**config.mk**
```make
export PLATFORM = sky130hd
export DESIGN_NAME = adcseq_top
export DESIGN_NICKNAME = d
export VERILOG_FILES = /design/src/adcseq_approx.v /design/src/adcseq_phase_timer.v /design/src/adcseq_top.v
export VERILOG_INCLUDE_DIRS = /design/src /design/src/src
export SDC_FILE = /design/constraint.sdc
export NUM_CORES = 1
export LEC_CHECK = 0
export BUFFER_PORTS_ARGS = -buffer_cell sky130_fd_sc_hd__clkbuf_2
export CORE_ASPECT_RATIO = 1.2
export CORE_MARGIN = 2
export CORE_UTILIZATION = 55
export CTS_BUF_LIST = sky130_fd_sc_hd__clkbuf_2 sky130_fd_sc_hd__clkbuf_4 sky130_fd_sc_hd__clkbuf_8
export DETAILED_ROUTE_END_ITERATION = 12
export PLACE_DENSITY = 0.78
export SETUP_SLACK_MARGIN = 0.5
export SYNTH_ARGS = -nofsm -noshare
export SYNTH_HDL_FRONTEND = slang
export SYNTH_SLANG_ARGS = --single-unit
```
**constraint.sdc**
```tcl
create_clock -name clk -period 6.1 [get_ports clk]
set_input_delay 0.915 -clock clk [delete_from_list [all_inputs] [get_ports clk]]
set_output_delay 0.915 -clock clk [all_outputs]
set_load 0.005 [all_outputs]
```
**src/adcseq_defines.vh**
```
// shared constants for the adc channel sequencer
`ifndef ADCSEQ_DEFINES_VH
`define ADCSEQ_DEFINES_VH

// ----------------------------------------
// register byte offsets and read view selects
// ----------------------------------------
`define ADCSEQ_OFS_CTRL0 8'h00
`define ADCSEQ_OFS_CTRL1 8'h04
`define ADCSEQ_OFS_STATUS 8'h08
`define ADCSEQ_VIEW_URJ 3'h2
`define ADCSEQ_VIEW_SLJ 3'h3
`define ADCSEQ_VIEW_ULJ 3'h4

// ----------------------------------------
// field positions
// ----------------------------------------
`define ADCSEQ_C0_STS_LO 0
`define ADCSEQ_C0_STS_HI 1
`define ADCSEQ_C0_TEN 2
`define ADCSEQ_C1_CODE_LO 0
`define ADCSEQ_C1_CODE_HI 3
`define ADCSEQ_C1_EIGHT 4
`define ADCSEQ_C1_MULTI 5
`define ADCSEQ_C1_CONT 6
`define ADCSEQ_ST_SEQ_DONE 8
`define ADCSEQ_ST_BUSY 9

// ----------------------------------------
// reset values
// ----------------------------------------
`define ADCSEQ_CTRL0_RST 3'h0
`define ADCSEQ_CTRL1_RST 7'h00

// ----------------------------------------
// conversion phases and their lengths in adc clocks
// ----------------------------------------
`define ADCSEQ_PH_IDLE 3'h0
`define ADCSEQ_PH_INIT 3'h1
`define ADCSEQ_PH_XFER 3'h2
`define ADCSEQ_PH_FINAL 3'h3
`define ADCSEQ_PH_RESOL 3'h4
`define ADCSEQ_LEN_INIT 5'h02
`define ADCSEQ_LEN_XFER 5'h02
`define ADCSEQ_LEN_FINAL_MIN 5'h02
`define ADCSEQ_LEN_RES8 5'h0a
`define ADCSEQ_LEN_TEN_BIT_RES_SEL 5'h0c
`define ADCSEQ_BITS8 5'h08
`define ADCSEQ_BITS10 5'h0a

// ----------------------------------------
// approximation register constants
// ----------------------------------------
`define ADCSEQ_APPROX_MSB 10'h200
`define ADCSEQ_MASK_TEN 10'h3ff
`define ADCSEQ_MASK_EIGHT 10'h3fc

`endif

```
**src/adcseq_approx.v**
```verilog
// successive approximation accumulator
`timescale 1ns/1ps
`include "adcseq_defines.vh"

module adcseq_approx (
	input wire clk,
	input wire srst,
	input wire load,
	input wire step,
	input wire cmp_above,
	input wire ten_bit_res_sel,
	output reg [9:0] approx_accum_reg
);

	reg [9:0] mask;
	wire [9:0] next_mask;
	wire [9:0] valid;

	assign next_mask = mask >> 1;
	assign valid = ten_bit_res_sel ? `ADCSEQ_MASK_TEN : `ADCSEQ_MASK_EIGHT;

	// ----------------------------------------
	// msb first trial and decide
	// ----------------------------------------
	always @(posedge clk) begin
		if (srst) begin
			approx_accum_reg <= 10'h000;
			mask <= 10'h000;
		end else if (load) begin
			approx_accum_reg <= `ADCSEQ_APPROX_MSB;
			mask <= `ADCSEQ_APPROX_MSB;
		end else if (step) begin
			// clear the trial bit when input is below, then try the next bit
			approx_accum_reg <= ((cmp_above ? approx_accum_reg : (approx_accum_reg & ~mask))
				| (next_mask & valid));
			mask <= next_mask;
		end
	end

endmodule

```
**src/adcseq_phase_timer.v**
```verilog
// conversion phase timer stepping on adc clock ticks
`timescale 1ns/1ps
`include "adcseq_defines.vh"

module adcseq_phase_timer #(
	parameter CW = 5
) (
	input wire clk,
	input wire srst,
	input wire tick,
	input wire abort,
	input wire run,
	input wire [1:0] final_sample_time_sel,
	input wire ten_bit_res_sel,
	output reg [2:0] phase,
	output reg [CW-1:0] cnt,
	output reg done
);

	reg [CW-1:0] len;

	// ----------------------------------------
	// phase length
	// ----------------------------------------
	always @* begin
		case (phase)
			`ADCSEQ_PH_INIT: len = `ADCSEQ_LEN_INIT;
			`ADCSEQ_PH_XFER: len = `ADCSEQ_LEN_XFER;
			`ADCSEQ_PH_FINAL: len = `ADCSEQ_LEN_FINAL_MIN << final_sample_time_sel;
			`ADCSEQ_PH_RESOL: len = ten_bit_res_sel ? `ADCSEQ_LEN_TEN_BIT_RES_SEL : `ADCSEQ_LEN_RES8;
			default: len = `ADCSEQ_LEN_INIT;
		endcase
	end

	// ----------------------------------------
	// phase sequencing
	// ----------------------------------------
	always @(posedge clk) begin
		if (srst || abort) begin
			phase <= `ADCSEQ_PH_IDLE;
			cnt <= {CW{1'b0}};
			done <= 1'b0;
		end else begin
			done <= 1'b0;
			if (tick) begin
				if (phase == `ADCSEQ_PH_IDLE) begin
					cnt <= {CW{1'b0}};
					if (run)
						phase <= `ADCSEQ_PH_INIT;
				end else if (cnt == len - 1'b1) begin
					cnt <= {CW{1'b0}};
					case (phase)
						`ADCSEQ_PH_INIT: phase <= `ADCSEQ_PH_XFER;
						`ADCSEQ_PH_XFER: phase <= `ADCSEQ_PH_FINAL;
						`ADCSEQ_PH_FINAL: phase <= `ADCSEQ_PH_RESOL;
						`ADCSEQ_PH_RESOL: begin
							phase <= `ADCSEQ_PH_IDLE;
							done <= 1'b1;
						end
						default: phase <= `ADCSEQ_PH_IDLE;
					endcase
				end else begin
					cnt <= cnt + 1'b1;
				end
			end
		end
	end

endmodule

```
**src/adcseq_top.v**
```verilog
// adc channel sequencer with conversion timing and avalon register slave
// Functional notes
// single-channel code 0-7 external inputs, 8-11 reserved, 12-15 references and test.
// single-channel runs fill results 0-3 or 0-7 from one input.
// multi four-conversion: low code bits ignored, upper bits pick group of four.
// multi eight-conversion: top code bit picks inputs 0-7 or 8-15.
// group channels convert ascending, results fill ascending.
// continuous select repeats passes; clear means one pass.
// results readable as unsigned right, signed left and unsigned left views.
// each conversion runs initial sample, transfer, final sample, resolution.
// initial sample and transfer last two adc clocks each.
// final sample lasts 2, 4, 8 or 16 adc clocks by field.
// resolution takes ten clocks for 8-bit, twelve for 10-bit.
// initial sample routes mux input through sample capacitor to amplifier.
// transfer disconnects capacitor from mux; amplifier drives dac array.
// final sample bypasses capacitor and amplifier; mux drives dac array.
// resolution converts dac voltage and accumulates the code.
// approximation resolves msb first, trial set then kept or cleared.
// on completion the approximation value goes to its result register.
// per-result done flag sets when that result register is written.
// final sample field 00,01,10,11 gives 2,4,8,16 clocks.
// reserved and test codes still get full conversion timing.
// after reset idle with all analog switches open.
`timescale 1ns/1ps
`include "adcseq_defines.vh"

module adcseq_top #(
	parameter ADC_DIV = 12,
	parameter NRES = 8
) (
	input wire clk,
	input wire srst,
	input wire [7:0] avs_address,
	input wire avs_read,
	input wire avs_write,
	input wire [31:0] avs_writedata,
	input wire [3:0] avs_byteenable,
	output reg [31:0] avs_readdata,
	output wire avs_waitrequest,
	input wire cmp_in,
	output reg [3:0] mux_sel,
	output reg sw_in_to_cap,
	output reg sw_amp_to_dac,
	output reg sw_mux_to_dac,
	output wire [9:0] dac_code
);

	// ----------------------------------------
	// declarations
	// ----------------------------------------
	reg [2:0] adc_ctrl_reg0;
	reg [6:0] adc_ctrl_reg1;
	reg [NRES-1:0] per_result_done_flag;
	reg seq_complete;
	reg seq_active;
	reg [2:0] conv_idx;
	reg [9:0] result_reg [0:NRES-1];
	reg [NRES-1:0] result_ten;
	reg [7:0] div_cnt;
	reg tick;
	reg cmp_s1;
	reg cmp_s2;
	reg ack;
	reg [3:0] next_chan;
	reg [31:0] next_rdata;
	reg [9:0] view_val;
	reg view_ten;
	wire [1:0] final_sample_time_sel;
	wire ten_bit_res_sel;
	wire [3:0] chan_code;
	wire eight_conv_sel;
	wire multi_channel_sel;
	wire cont_sel;
	wire bus_req;
	wire wr_go;
	wire ctrl1_wr;
	wire [2:0] phase;
	wire [4:0] ph_cnt;
	wire conv_done;
	wire [4:0] res_bits;
	wire sar_load;
	wire sar_step;
	wire [9:0] approx_accum_reg;
	wire [2:0] last_idx;
	wire [7:0] rd_view_word;
	wire [2:0] rd_idx;
	integer i;

	assign final_sample_time_sel = adc_ctrl_reg0[`ADCSEQ_C0_STS_HI:`ADCSEQ_C0_STS_LO];
	assign ten_bit_res_sel = adc_ctrl_reg0[`ADCSEQ_C0_TEN];
	assign chan_code = adc_ctrl_reg1[`ADCSEQ_C1_CODE_HI:`ADCSEQ_C1_CODE_LO];
	assign eight_conv_sel = adc_ctrl_reg1[`ADCSEQ_C1_EIGHT];
	assign multi_channel_sel = adc_ctrl_reg1[`ADCSEQ_C1_MULTI];
	assign cont_sel = adc_ctrl_reg1[`ADCSEQ_C1_CONT];
	assign dac_code = approx_accum_reg;

	// ----------------------------------------
	// avalon handshake
	// ----------------------------------------
	// one wait state: read data is captured on the first edge, the
	// access completes on the second one
	assign bus_req = avs_read | avs_write;
	assign avs_waitrequest = bus_req & ~ack;
	assign wr_go = avs_write & ack;
	assign ctrl1_wr = wr_go && avs_byteenable[0] && ({avs_address[7:2], 2'b00} == `ADCSEQ_OFS_CTRL1);

	always @(posedge clk) begin
		if (srst)
			ack <= 1'b0;
		else
			ack <= bus_req & ~ack;
	end

	// ----------------------------------------
	// control registers
	// ----------------------------------------
	always @(posedge clk) begin
		if (srst) begin
			adc_ctrl_reg0 <= `ADCSEQ_CTRL0_RST;
			adc_ctrl_reg1 <= `ADCSEQ_CTRL1_RST;
		end else if (wr_go && avs_byteenable[0]) begin
			if ({avs_address[7:2], 2'b00} == `ADCSEQ_OFS_CTRL0)
				adc_ctrl_reg0 <= avs_writedata[2:0];
			if ({avs_address[7:2], 2'b00} == `ADCSEQ_OFS_CTRL1)
				adc_ctrl_reg1 <= avs_writedata[6:0];
		end
	end

	// ----------------------------------------
	// adc clock tick and comparator sync
	// ----------------------------------------
	always @(posedge clk) begin
		if (srst) begin
			div_cnt <= 8'h00;
			tick <= 1'b0;
		end else if (div_cnt == ADC_DIV[7:0] - 8'h01) begin
			div_cnt <= 8'h00;
			tick <= 1'b1;
		end else begin
			div_cnt <= div_cnt + 8'h01;
			tick <= 1'b0;
		end
	end

	always @(posedge clk) begin
		if (srst) begin
			cmp_s1 <= 1'b0;
			cmp_s2 <= 1'b0;
		end else begin
			cmp_s1 <= cmp_in;
			cmp_s2 <= cmp_s1;
		end
	end

	// ----------------------------------------
	// phase timer and approximation
	// ----------------------------------------
	adcseq_phase_timer #(
		.CW(5)
	) u_timer (
		.clk(clk),
		.srst(srst),
		.tick(tick),
		.abort(ctrl1_wr),
		.run(seq_active),
		.final_sample_time_sel(final_sample_time_sel),
		.ten_bit_res_sel(ten_bit_res_sel),
		.phase(phase),
		.cnt(ph_cnt),
		.done(conv_done)
	);

	// first resolution clock loads the msb trial, then one bit per clock,
	// the last clock only hands the value over
	assign res_bits = ten_bit_res_sel ? `ADCSEQ_BITS10 : `ADCSEQ_BITS8;
	assign sar_load = tick && (phase == `ADCSEQ_PH_RESOL) && (ph_cnt == 5'h00);
	assign sar_step = tick && (phase == `ADCSEQ_PH_RESOL) && (ph_cnt != 5'h00) && (ph_cnt <= res_bits);

	adcseq_approx u_approx (
		.clk(clk),
		.srst(srst),
		.load(sar_load),
		.step(sar_step),
		.cmp_above(cmp_s2),
		.ten_bit_res_sel(ten_bit_res_sel),
		.approx_accum_reg(approx_accum_reg)
	);

	// ----------------------------------------
	// channel decode
	// ----------------------------------------
	always @* begin
		if (!multi_channel_sel)
			next_chan = chan_code;
		else if (!eight_conv_sel)
			next_chan = {chan_code[3:2], conv_idx[1:0]};
		else
			next_chan = {chan_code[3], conv_idx};
	end

	assign last_idx = eight_conv_sel ? 3'h7 : 3'h3;

	// ----------------------------------------
	// analog switch controls
	// ----------------------------------------
	always @(posedge clk) begin
		if (srst) begin
			mux_sel <= 4'h0;
			sw_in_to_cap <= 1'b0;
			sw_amp_to_dac <= 1'b0;
			sw_mux_to_dac <= 1'b0;
		end else begin
			mux_sel <= next_chan;
			sw_in_to_cap <= (phase == `ADCSEQ_PH_INIT);
			sw_amp_to_dac <= (phase == `ADCSEQ_PH_XFER);
			sw_mux_to_dac <= (phase == `ADCSEQ_PH_FINAL);
		end
	end

	// ----------------------------------------
	// sequence control and result storage
	// ----------------------------------------
	always @(posedge clk) begin
		if (srst) begin
			seq_active <= 1'b0;
			conv_idx <= 3'h0;
			seq_complete <= 1'b0;
			per_result_done_flag <= {NRES{1'b0}};
		end else begin
			if (ctrl1_wr) begin
				// restart from the first result; old flags go away
				seq_active <= 1'b1;
				conv_idx <= 3'h0;
				seq_complete <= 1'b0;
				per_result_done_flag <= {NRES{1'b0}};
			end
			if (conv_done) begin
				// a completion landing with a restart still sets its flag
				per_result_done_flag[conv_idx] <= 1'b1;
				if (!ctrl1_wr) begin
					if (conv_idx == last_idx) begin
						seq_complete <= 1'b1;
						conv_idx <= 3'h0;
						if (!cont_sel)
							seq_active <= 1'b0;
					end else begin
						conv_idx <= conv_idx + 3'h1;
					end
				end
			end
		end
	end

	always @(posedge clk) begin
		if (srst) begin
			result_ten <= {NRES{1'b0}};
			for (i = 0; i < NRES; i = i + 1)
				result_reg[i] <= 10'h000;
		end else if (conv_done) begin
			result_reg[conv_idx] <= approx_accum_reg;
			result_ten[conv_idx] <= ten_bit_res_sel;
		end
	end

	// ----------------------------------------
	// read views
	// ----------------------------------------
	// results are kept left aligned in ten bits, so 8-bit values carry
	// two zero bits at the bottom that the right view shifts away
	assign rd_view_word = {avs_address[7:2], 2'b00};
	assign rd_idx = avs_address[4:2];

	always @* begin
		view_val = result_reg[rd_idx];
		view_ten = result_ten[rd_idx];
		next_rdata = 32'h00000000;
		case (avs_address[7:5])
			`ADCSEQ_VIEW_URJ: begin
				if (view_ten)
					next_rdata = {22'h000000, view_val};
				else
					next_rdata = {24'h000000, view_val[9:2]};
			end
			`ADCSEQ_VIEW_SLJ: next_rdata = {16'h0000, ~view_val[9], view_val[8:0], 6'h00};
			`ADCSEQ_VIEW_ULJ: next_rdata = {16'h0000, view_val, 6'h00};
			default: begin
				if (rd_view_word == `ADCSEQ_OFS_CTRL0)
					next_rdata = {29'h00000000, adc_ctrl_reg0};
				else if (rd_view_word == `ADCSEQ_OFS_CTRL1)
					next_rdata = {25'h0000000, adc_ctrl_reg1};
				else if (rd_view_word == `ADCSEQ_OFS_STATUS) begin
					next_rdata[NRES-1:0] = per_result_done_flag;
					next_rdata[`ADCSEQ_ST_SEQ_DONE] = seq_complete;
					next_rdata[`ADCSEQ_ST_BUSY] = seq_active;
				end
			end
		endcase
	end

	always @(posedge clk) begin
		if (srst)
			avs_readdata <= 32'h00000000;
		else if (avs_read && !ack)
			avs_readdata <= next_rdata;
	end

endmodule

```
==> results of run 1 <==
-- cell families after synthesis --
logic type / Yosys count
xor gates and xnor gates: 12
and+or+nand+nor: 264
AOI/OAI and AO/OA: 97
buffers and inverters: 79
adders and majority gates: 5
muxes: 60
other: 1
DFF: 175
-- routing by layer --
metal  wire length (um)  vias up
met3                928       22
met2               8930      162
met5                  0        -
met4                312        0
met1               6510     2611
li1                   -     2489
-- power groups by stage --
stage	Combinational, mW	Clock [mW]	Sequential, mW
detailed placement	0.127	0	1.30
finish	0.127	0.943	1.27
floorplan	0.0967	0	1.29
global route	0.138	1.00	1.27
global placement	0.125	0	1.29
CTS	0.128	0.955	1.27
-- worst paths after layout --
kind                                                             endpoint  depth (start not counted)                     startpoint
worst max-delay path            u_approx.approx_accum_reg[3]$_SDFFE_PP0P_                          7  adc_ctrl_reg0[2]$_SDFFE_PP0P_
worst min-delay path                                    cmp_s2$_SDFF_PP0_                          1              cmp_s1$_SDFF_PP0_
worst min register to register                          cmp_s2$_SDFF_PP0_                          1              cmp_s1$_SDFF_PP0_
worst max register to register  u_approx.approx_accum_reg[3]$_SDFFE_PP0P_                          7  adc_ctrl_reg0[2]$_SDFFE_PP0P_
-- worst max-delay path, stage by stage (launching register included) --
cell and delay (ns):
dfxtp_1 0.70, ha_1 0.20, nor2b_1 0.11, o21ai_0 0.09, a211oi_2 0.96, nand2b_1 0.44
o21ai_0 0.31, a21oi_1 0.11
-- area by class of cell --
class	count	area, um2	share of cell area
Sequential cell	175	4300	0.500
Clock buffer	23	310	0.0360
Inverter	26	97.6	0.0113
Multi-Input combinational cell	454	3220	0.374
Timing Repair Buffer	56	290	0.0337
Clock inverter	9	178	0.0206
Tap cell	171	214	0.0248
-- Yosys cell counts, types with 2 or more instances --
master / n
nor4b_1: 2
a21o_1: 9
nor3b_1: 2
xnor2_1: 8
o21bai_1: 3
nand2_1: 43
mux2i_1: 27
nand2b_1: 16
a31o_2: 4
nor3_1: 14
o21ai_0: 21
nor2_1: 66
buf_2: 6
a22oi_1: 9
a221o_1: 2
nor2b_1: 9
inv_1: 26
or2_2: 2
buf_4: 17
a21oi_1: 30
a221oi_1: 2
o21a_1: 2
nand4_1: 4
ha_1: 5
o221ai_1: 6
mux4_2: 7
nand3_1: 9
mux4_1: 15
edfxtp_1: 80
clkbuf_1: 21
or3_1: 3
and3_1: 2
xor2_1: 4
buf_1: 7
nand3b_1: 2
a31oi_1: 3
and2_1: 81
dfxtp_1: 95
a211oi_1: 2
mux2_2: 9
nand4b_1: 3
-- metrics by stage --
step	util	instances	hold WS [ns]	area, um2	worst slack (ns)
floorplan	-	708	0.413	7910	3.45
global placement	0.586	882	0.419	8130	2.66
detailed placement	0.586	882	0.429	8130	2.58
CTS	0.621	914	0.448	8610	3.05
global route	0.621	914	0.456	8610	2.73
finish	0.621	914	0.441	8610	3.03
==> reports/results.tsv, run 1 <==
metric	value	unit
outcome	finished, violations left	
violations	DRC	
synth-simple-area-share	0.179	
synth_area_leaders	edfxtp_1 (31%), dfxtp_1 (24%), and2_1 (6.5%)	
synth_mux_area_frac	0.122	
seqPwrFrac	0.542	
drt-initial-drc-count	365	
period_share	0.504	
synthFlopType	dfxtp_1	
p_comb_frac	0.054	
synthArstFlopShare	0	
initial_core_util	0.566	
cts-buffers-inserted	17	
cts_resized	0	
dp.final_hpwl	11500	um
p_sw_frac	0.207	
die_width	113	um
via_per_inst	5.78	
hold_viol	0	
final_nets	784	
core	13900	um2
worstPathMaxFanout	22	
boundaryPins	99	
ys_types	56	
area_delta_synth_final	9.74	%
synth_edf_count	80	
placementRows	47	
synth_top_family_by_area	simple AND/OR/NAND/NOR gates	
grt_overflow_total	0	
clock_power_share	0.403	
grt_pass1_vias	5307	
cap_violations	0	
use_met2	0.413	
cts_tree	done	
fmax	325	MHz
cts_root_buf	clkbuf_8	
worstSkewPairLatency	0.46	ns
die_height	135	um
final_max_slew_viol_count	0	
internal-power	1.85	mW
critPathKind	flop to flop	
ys_warn_count	0	
cts.clk_slew.worst_paths	0.09	ns
wl_per_cell	18.3	um
routed_wirelength	16700	um
syn_inst	693	
port_buffers	52	
clock_skew	0.0122	ns
worstMarginPinSlew	1.24	ns
grt_start_max_net_pins	38	
drive_above_1_share	0.157	
seq_area_frac_synth	0.548	
synth_compound_area_frac	0.0794	
post-cts-setup-buffers	0	
setup_viol	0	
rsz0062_at_grt	no	
holdBufCountCts	0	
cts.sinks	175	
antenna_found_initial	0	
first_pass_iters	10	
drcViolationCount	7	
synth-xor-area-share	0.0134	
fill_cells	1108	
mostFrequentLayoutCell	dfxtp_1	
synthAdderAreaFrac	0.00797	
antenna_cells	0	
r2r_slack	3.03	ns
grtUsageMet1	0.257	
synth_top_area_frac	0.306	
place_congestion	0.835	
syn_area	7850	um2
top_usage_layer	met2	
power.total	2.34	mW
vdd_drop_max	0.145	mV
num_vias	5284	
min_period	3.07	ns
end_kind	flop	
p_sw	483	uW
p_per_area	271	nW/um2
hp-class	flop to flop	
crit_path_start_kind	flop	
h-tree-depth	4	
grt_use_met3	0.0512	
avgSynthCellArea	11.3	um2
ant_nets	0	
largest_reg_flops	80	
grt_usage	0.227	
arrival	3.39	ns
cts_buffer_depth	2	
layout_common_cells	dfxtp_1 (95), and2_1 (81), edfxtp_1 (80), nor2_1 (66), clkbuf_2 (52)	
grt_pass1_wl	26600	um
slew_headroom	0.169	
ys_ff_latch	175	
fp.dieArea	15200	um2
setup_tns	0	ns
worst_ep_required_time	6.42	ns
p_leak	3.30	nW
synth_area_leader_cell	edfxtp_1	
(Power assumes the default switching activity.)
==> run 2: changes to the inputs <==
--- a/config.mk
+++ b/config.mk
@@ -9,10 +9,10 @@
 export BUFFER_PORTS_ARGS = -buffer_cell sky130_fd_sc_hd__clkbuf_2
 export CORE_ASPECT_RATIO = 1.2
 export CORE_MARGIN = 2
-export CORE_UTILIZATION = 55
+export CORE_UTILIZATION = 54
 export CTS_BUF_LIST = sky130_fd_sc_hd__clkbuf_2 sky130_fd_sc_hd__clkbuf_4 sky130_fd_sc_hd__clkbuf_8
 export DETAILED_ROUTE_END_ITERATION = 12
-export PLACE_DENSITY = 0.78
+export PLACE_DENSITY = 0.8
 export SETUP_SLACK_MARGIN = 0.5
 export SYNTH_ARGS = -nofsm -noshare
 export SYNTH_HDL_FRONTEND = slang
==> constraint.sdc (replaced) <==
create_clock -name clk -period 2.5 [get_ports clk]
set_input_delay 0.375 -clock clk [delete_from_list [all_inputs] [get_ports clk]]
set_output_delay 0.375 -clock clk [all_outputs]
set_load 0.005 [all_outputs]
==> run 2 against run 1 <==
The flow now finishes without violations. Fmax increased by 51%. First-iteration DRC count increased by 8.5%. Sequential power increased by 140%. Clock power increased by 130%. Non-clock buffer count increased by 34. Routed wire length increased by 5.1%. Design area increased by 4.1%. Global-route usage increased by 0.20 points. Worst hold slack got worse by 0.32 ns. Sequential share of layout area decreased by 1.8 points. Critical endpoint is now u_timer.phase[1]$_SDFFE_PP0P_. Highest routed layer unchanged.
==> reports/results.tsv, run 2 (same netlist as run 1, synthesis figures left out) <==
metric	value	unit	change
drt-initial-drc-count	396		+8.5%
place_inst	909		+3.1%
min_period	2.03	ns	-1.04 ns
h-tree-depth	4		unchanged
cts_buffer_depth	2		unchanged
cts.clk_slew.worst_paths	0.09	ns	about the same
setup_tns	0	ns	unchanged
clock_skew	0.0126	ns	+0.000368 ns
r2r_end	u_timer.phase[1]$_SDFFE_PP0P_		
outcome	completed		
crit_buf_inv	0		unchanged
final_nets	818		+4.3%
mostFrequentLayoutCell	dfxtp_1		
crit_chain	nand4b_1 -> xnor2_1 -> or3_4 -> nor4b_4 -> mux2i_1 -> a21oi_1		
startpoint	u_timer.phase[2]$_SDFFE_PP0P_		
grt_start_max_net_pins	31		-18%
final_cell_area	8960	um2	+4.1%
cp_slowest_stage_delay	0.44	ns	-0.52 ns
boundaryPins	99		unchanged
crit_family	simple AND/OR/NAND/NOR gates		
die_width	114	um	+0.89%
worstPathMaxFanout	4		-82%
grt_overflow_total	0		unchanged
hold_viol	0		unchanged
worst_ep_required_time	2.85	ns	-3.57 ns
place_area	8330	um2	+2.5%
grt_pass1_vias	5433		+2.4%
p_leak	3.48	nW	+5.4%
rsz0062_at_grt	yes		
antenna_found_initial	0		unchanged
arrival	2.38	ns	-1.01 ns
vdd_drop_max	0.311	mV	+110%
r2r-start	u_timer.phase[2]$_SDFFE_PP0P_		
ant_nets	0		unchanged
fmax	493	MHz	+51%
grt_pass1_wl	27100	um	+1.7%
cts_tree	done		
placementRows	48		+2.1%
fill_cells	1076		-2.9%
final_max_slew_viol_count	0		unchanged
layout_common_cells	dfxtp_1 (91), and2_1 (81), edfxtp_1 (80), nor2_1 (66), clkbuf_2 (51)		
initial_core_util	0.549		-0.0164
via_per_inst	5.83		+0.82%
cts_root_buf	clkbuf_8		
first_pass_iters	5		-5
slew_headroom	0.480		+0.312
area_delta_synth_final	14.2	%	
num_vias	5549		+5.0%
setup_viol	0		unchanged
worstMarginPinSlew	0.776	ns	-0.469 ns
wl_per_cell	18.4	um	+0.88%
dp.final_hpwl	12000	um	+4.1%
antenna_cells	0		unchanged
cap_violations	0		unchanged
routed_wirelength	17500	um	+5.1%
period_share	0.812		+0.308
port_buffers	52		unchanged
cp_slowest_cell	nor4b_4		
critPathKind	flop to flop		
largest_reg_flops	80		unchanged
holdBufCountCts	0		unchanged
setup.worst_path.end	u_timer.phase[1]$_SDFFE_PP0P_		
p_per_area	621	nW/um2	+130%
reg2reg_depth	6		-1
cts.sinks	175		unchanged
min_from	cmp_in		
worstSkewPairLatency	0.46	ns	about the same
instances_no_fill	952		+4.2%
end_kind	flop		
cts-buffers-inserted	17		unchanged
r2r_slack	0.47	ns	-2.56 ns
drcViolationCount	0		-7
cp.depth	6		-1
crit_path_start_kind	flop		
drive_above_1_share	0.216		+0.0587
core	14300	um2	+3.0%
fp.dieArea	15500	um2	+1.8%
die_height	136	um	+0.89%
place_congestion	0.825		-1.2%
grt_usage	0.229		+0.00197
hp-class	input port to flop		
[run 2: worst reg2reg max path: stages, from the launching register on]
cell and delay, ns:
dfxtp_4 0.37, nand4b_1 0.24, xnor2_1 0.17, or3_4 0.36, nor4b_4 0.44, mux2i_1 0.25, a21oi_1 0.09
[run 2: report_power, final]
group	switching [mW]	internal, mW	leakage (nW)
registers	0.0304	3.06	1.54
clock network	1.01	1.11	0.209
logic	0.199	0.153	1.73
total	1.24	4.33	3.48
[run 2: area by class of cell]
type / instances / area, um2 / area share
Sequential cell: 175 / 4320 / 0.482
Timing Repair Buffer: 90 / 586 / 0.0653
Inverter: 26 / 97.6 / 0.0109
Clock inverter: 14 / 190 / 0.0212
Multi-Input combinational cell: 454 / 3310 / 0.369
Tap cell: 175 / 219 / 0.0244
Clock buffer: 18 / 248 / 0.0276
[run 2: worst min-delay path by stage]
stage / end / slack [ns] / depth (start not counted)
2_1_floorplan: div_cnt[0]$_SDFF_PP0_ / 0.41 / 1
3_3_place_gp: cmp_s2$_SDFF_PP0_ / 0.42 / 1
3_5_place_dp: div_cnt[0]$_SDFF_PP0_ / 0.43 / 1
4_1_cts: cmp_s1$_SDFF_PP0_ / 0.09 / 2
5_1_grt: cmp_s1$_SDFF_PP0_ / 0.12 / 2
6_report: cmp_s1$_SDFF_PP0_ / 0.12 / 2
[run 2: timing repair]
item / 4_1_cts / 5_1_grt
pin swaps: 1 / 5
buffers inserted: 0 / 11
setup endpoints to repair: 27 / 42
resized for setup: 9 / 14
[run 2: through the flow]
step | total power [mW] | setup WS (ns) | hold WS [ns] | utilization
after floorplan | 3.39 | 0.451 | 0.413 | -
after global placement | 3.48 | 0.0445 | 0.423 | 0.583
after detailed placement | 3.50 | 0.000566 | 0.433 | 0.583
after CTS | 5.59 | 0.505 | 0.0935 | 0.616
after global routing | 5.74 | 0.353 | 0.125 | 0.627
final | 5.57 | 0.470 | 0.124 | 0.627
[run 2: metal layers]
metal,routed length [um],track usage,up-vias
li1,-,-,2562
met1,6790,0.259,2734
met2,9200,0.407,205
met3,987,0.0597,48
met4,548,0.100,0
met5,0,0,-
==> run 3: changes to the inputs <==
==> constraint.sdc (replaced) <==
create_clock -name clk -period 1.7 [get_ports clk]
set_input_delay 0.255 -clock clk [delete_from_list [all_inputs] [get_ports clk]]
set_output_delay 0.255 -clock clk [all_outputs]
set_load 0.005 [all_outputs]
==> run 3 against run 2 <==
The run now ends with setup timing left. Worst setup slack got worse by 0.82 ns. Die area stayed put. Routed wire length increased by 58%. Critical endpoint unchanged. Power up 46%. Clock power up 31%. Sequential share of layout area decreased by 9.0 points. First-iteration DRC count rose by 96%. Core utilization rose by 16 points. Count of clock-buffer cells in the layout increased by 8. Non-clock buffer count is 105 higher. Combinational power is 120% higher.
==> reports/results.tsv, run 3 (same netlist as run 1, synthesis figures left out) <==
metric	value	unit	change
place_congestion	0.866		+5.0%
cts_buffer_depth	2		unchanged
final_nets	929		+14%
post-place-ws	-0.374	ns	-0.375 ns
drt-initial-drc-count	778		+96%
worstSkewPairLatency	0.48	ns	+0.02 ns
hold_viol	0		unchanged
startpoint	u_timer.phase[0]$_SDFFE_PP0P_		
cp_slowest_cell	nor4b_4		
fmax	488	MHz	-0.98%
worst_slack	-0.350	ns	-0.820 ns
slew_headroom	0.560		+0.0801
largest_reg_flops	80		unchanged
outcome	finished, violations left		
critPathKind	flop to flop		
arrival	2.39	ns	about the same
boundaryPins	99		unchanged
holdBufCountCts	0		unchanged
instances_no_fill	1063		+12%
final_max_slew_viol_count	0		unchanged
die_width	114	um	unchanged
grt_pass1_wl	36500	um	+35%
antenna_found_initial	0		unchanged
fp.dieArea	15500	um2	unchanged
area_delta_synth_final	43.1	%	
drcViolationCount	0		unchanged
place_area	8960	um2	+7.5%
via_per_inst	6.31		+8.3%
final_cell_area	11200	um2	+25%
wl_per_cell	26.0	um	+41%
placementRows	48		unchanged
grt_start_max_net_pins	19		-39%
crit_path_start_kind	flop		
grt_usage	0.319		+0.0905
routed_wirelength	27600	um	+58%
violations	setup timing		
hp-class	input port to flop		
min_period	2.05	ns	+0.0201 ns
drive_above_1_share	0.578		+0.361
num_vias	6711		+21%
cts.sinks	175		unchanged
cts.clk_slew.worst_paths	0.09	ns	about the same
period_share	1.21		+0.394
end_kind	flop		
cts_tree	done		
p_leak	4.48	nW	+29%
antenna_cells	0		unchanged
p_per_area	722	nW/um2	+16%
r2r-start	u_timer.phase[0]$_SDFFE_PP0P_		
setup_viol	39		+39
clock_skew	0.0177	ns	+0.00511 ns
power.total	8.11	mW	+46%
min_from	cmp_in		
dp.final_hpwl	12800	um	+7.3%
grt_overflow_total	0		unchanged
initial_core_util	0.549		unchanged
worstMarginPinSlew	0.659	ns	-0.116 ns
grt_pass1_vias	6420		+18%
place_inst	941		+3.5%
vdd_drop_max	0.459	mV	+48%
fill_cells	708		-34%
worstPathMaxFanout	5		+1
core	14300	um2	unchanged
cp_slowest_stage_delay	0.42	ns	-0.02 ns
cap_violations	0		unchanged
cts_root_buf	clkbuf_8		
port_buffers	52		unchanged
first_pass_iters	8		+3
rsz0062_at_grt	yes		
worst_ep_required_time	2.04	ns	-0.81 ns
ant_nets	0		unchanged
layout_common_cells	and2_4 (80), edfxtp_1 (80), buf_6 (67), buf_4 (66), dfxtp_1 (55)		
cts-buffers-inserted	17		unchanged
die_height	136	um	unchanged
crit_chain	nand4b_1 -> buf_4 -> o21ba_4 -> xnor2_4 -> nor4b_4 -> mux2i_1 -> a21oi_1		
h-tree-depth	4		unchanged
[run 3: changes by cell type in the layout (fill, tap and decap cells not counted), sizes merged]
| cell | delta |
|---|---|
| clkinv | -3 |
| nand2b | +1 |
| bufinv | -3 |
| a21o | +1 |
| clkinvlp | -1 |
| clkbuf | -3 |
| inv | -1 |
| a31o | +4 |
| buf | +116 |
[run 3: through the flow]
stage | utilization | setup TNS [ns] | hold WS, ns
floorplan | - | -1.31 | 0.383
global placement | 0.627 | -6.24 | 0.417
detailed placement | 0.627 | -7.77 | 0.432
CTS | 0.737 | -1.95 | 0.0153
global route | 0.786 | -10.06 | 0.0200
finish | 0.786 | -7.62 | 0.0160
[run 3: layout make-up]
cell class | count | area, um2 | area share
clock buffer | 26 | 302 | 0.0268
tap | 175 | 219 | 0.0195
multi-input combinational | 460 | 4280 | 0.381
sequential | 175 | 4400 | 0.391
timing repair buffer | 195 | 1880 | 0.167
inverter | 26 | 97.6 | 0.00869
clock inverter | 6 | 61.3 | 0.00546
[run 3: timing repair]
item	4_1_cts	5_1_grt
endpoints found under the setup margin	254	272
pin swaps	86	52
resized for setup	201	153
gates cloned	15	1
buffers inserted	55	19
[run 3: final timing paths]
check                                  end  slack [ns]  cells after the start
min reg2reg              cmp_s2$_SDFF_PP0_        0.44                      1
max reg2reg  u_timer.phase[1]$_SDFFE_PP0P_       -0.35                      7
min                      cmp_s1$_SDFF_PP0_        0.02                      2
max          u_timer.phase[1]$_SDFFE_PP0P_       -0.35                      7
[run 3: layer usage]
metal,routed length [um],GRT usage
met5,0,0
met3,2220,0.0687
met2,14000,0.555
met1,9450,0.363
met4,1950,0.183
[run 3: power by group]
group	internal [mW]	switching [mW]	total, mW	leakage, nW
combinational	0.376	0.396	0.773	2.73
sequential	4.48	0.0628	4.55	1.56
clock	1.30	1.49	2.79	0.184
total	6.16	1.95	8.11	4.48
[run 3: worst max-delay path, delay by kind of cell (launching register included)]
family / cells / cell delay (ns)
and+or+nand+nor: 2 / 0.61
DFF: 1 / 0.41
AOI/OAI and AO/OA: 2 / 0.32
muxes: 1 / 0.25
buffers and inverters: 1 / 0.19
xor gates and xnor gates: 1 / 0.15
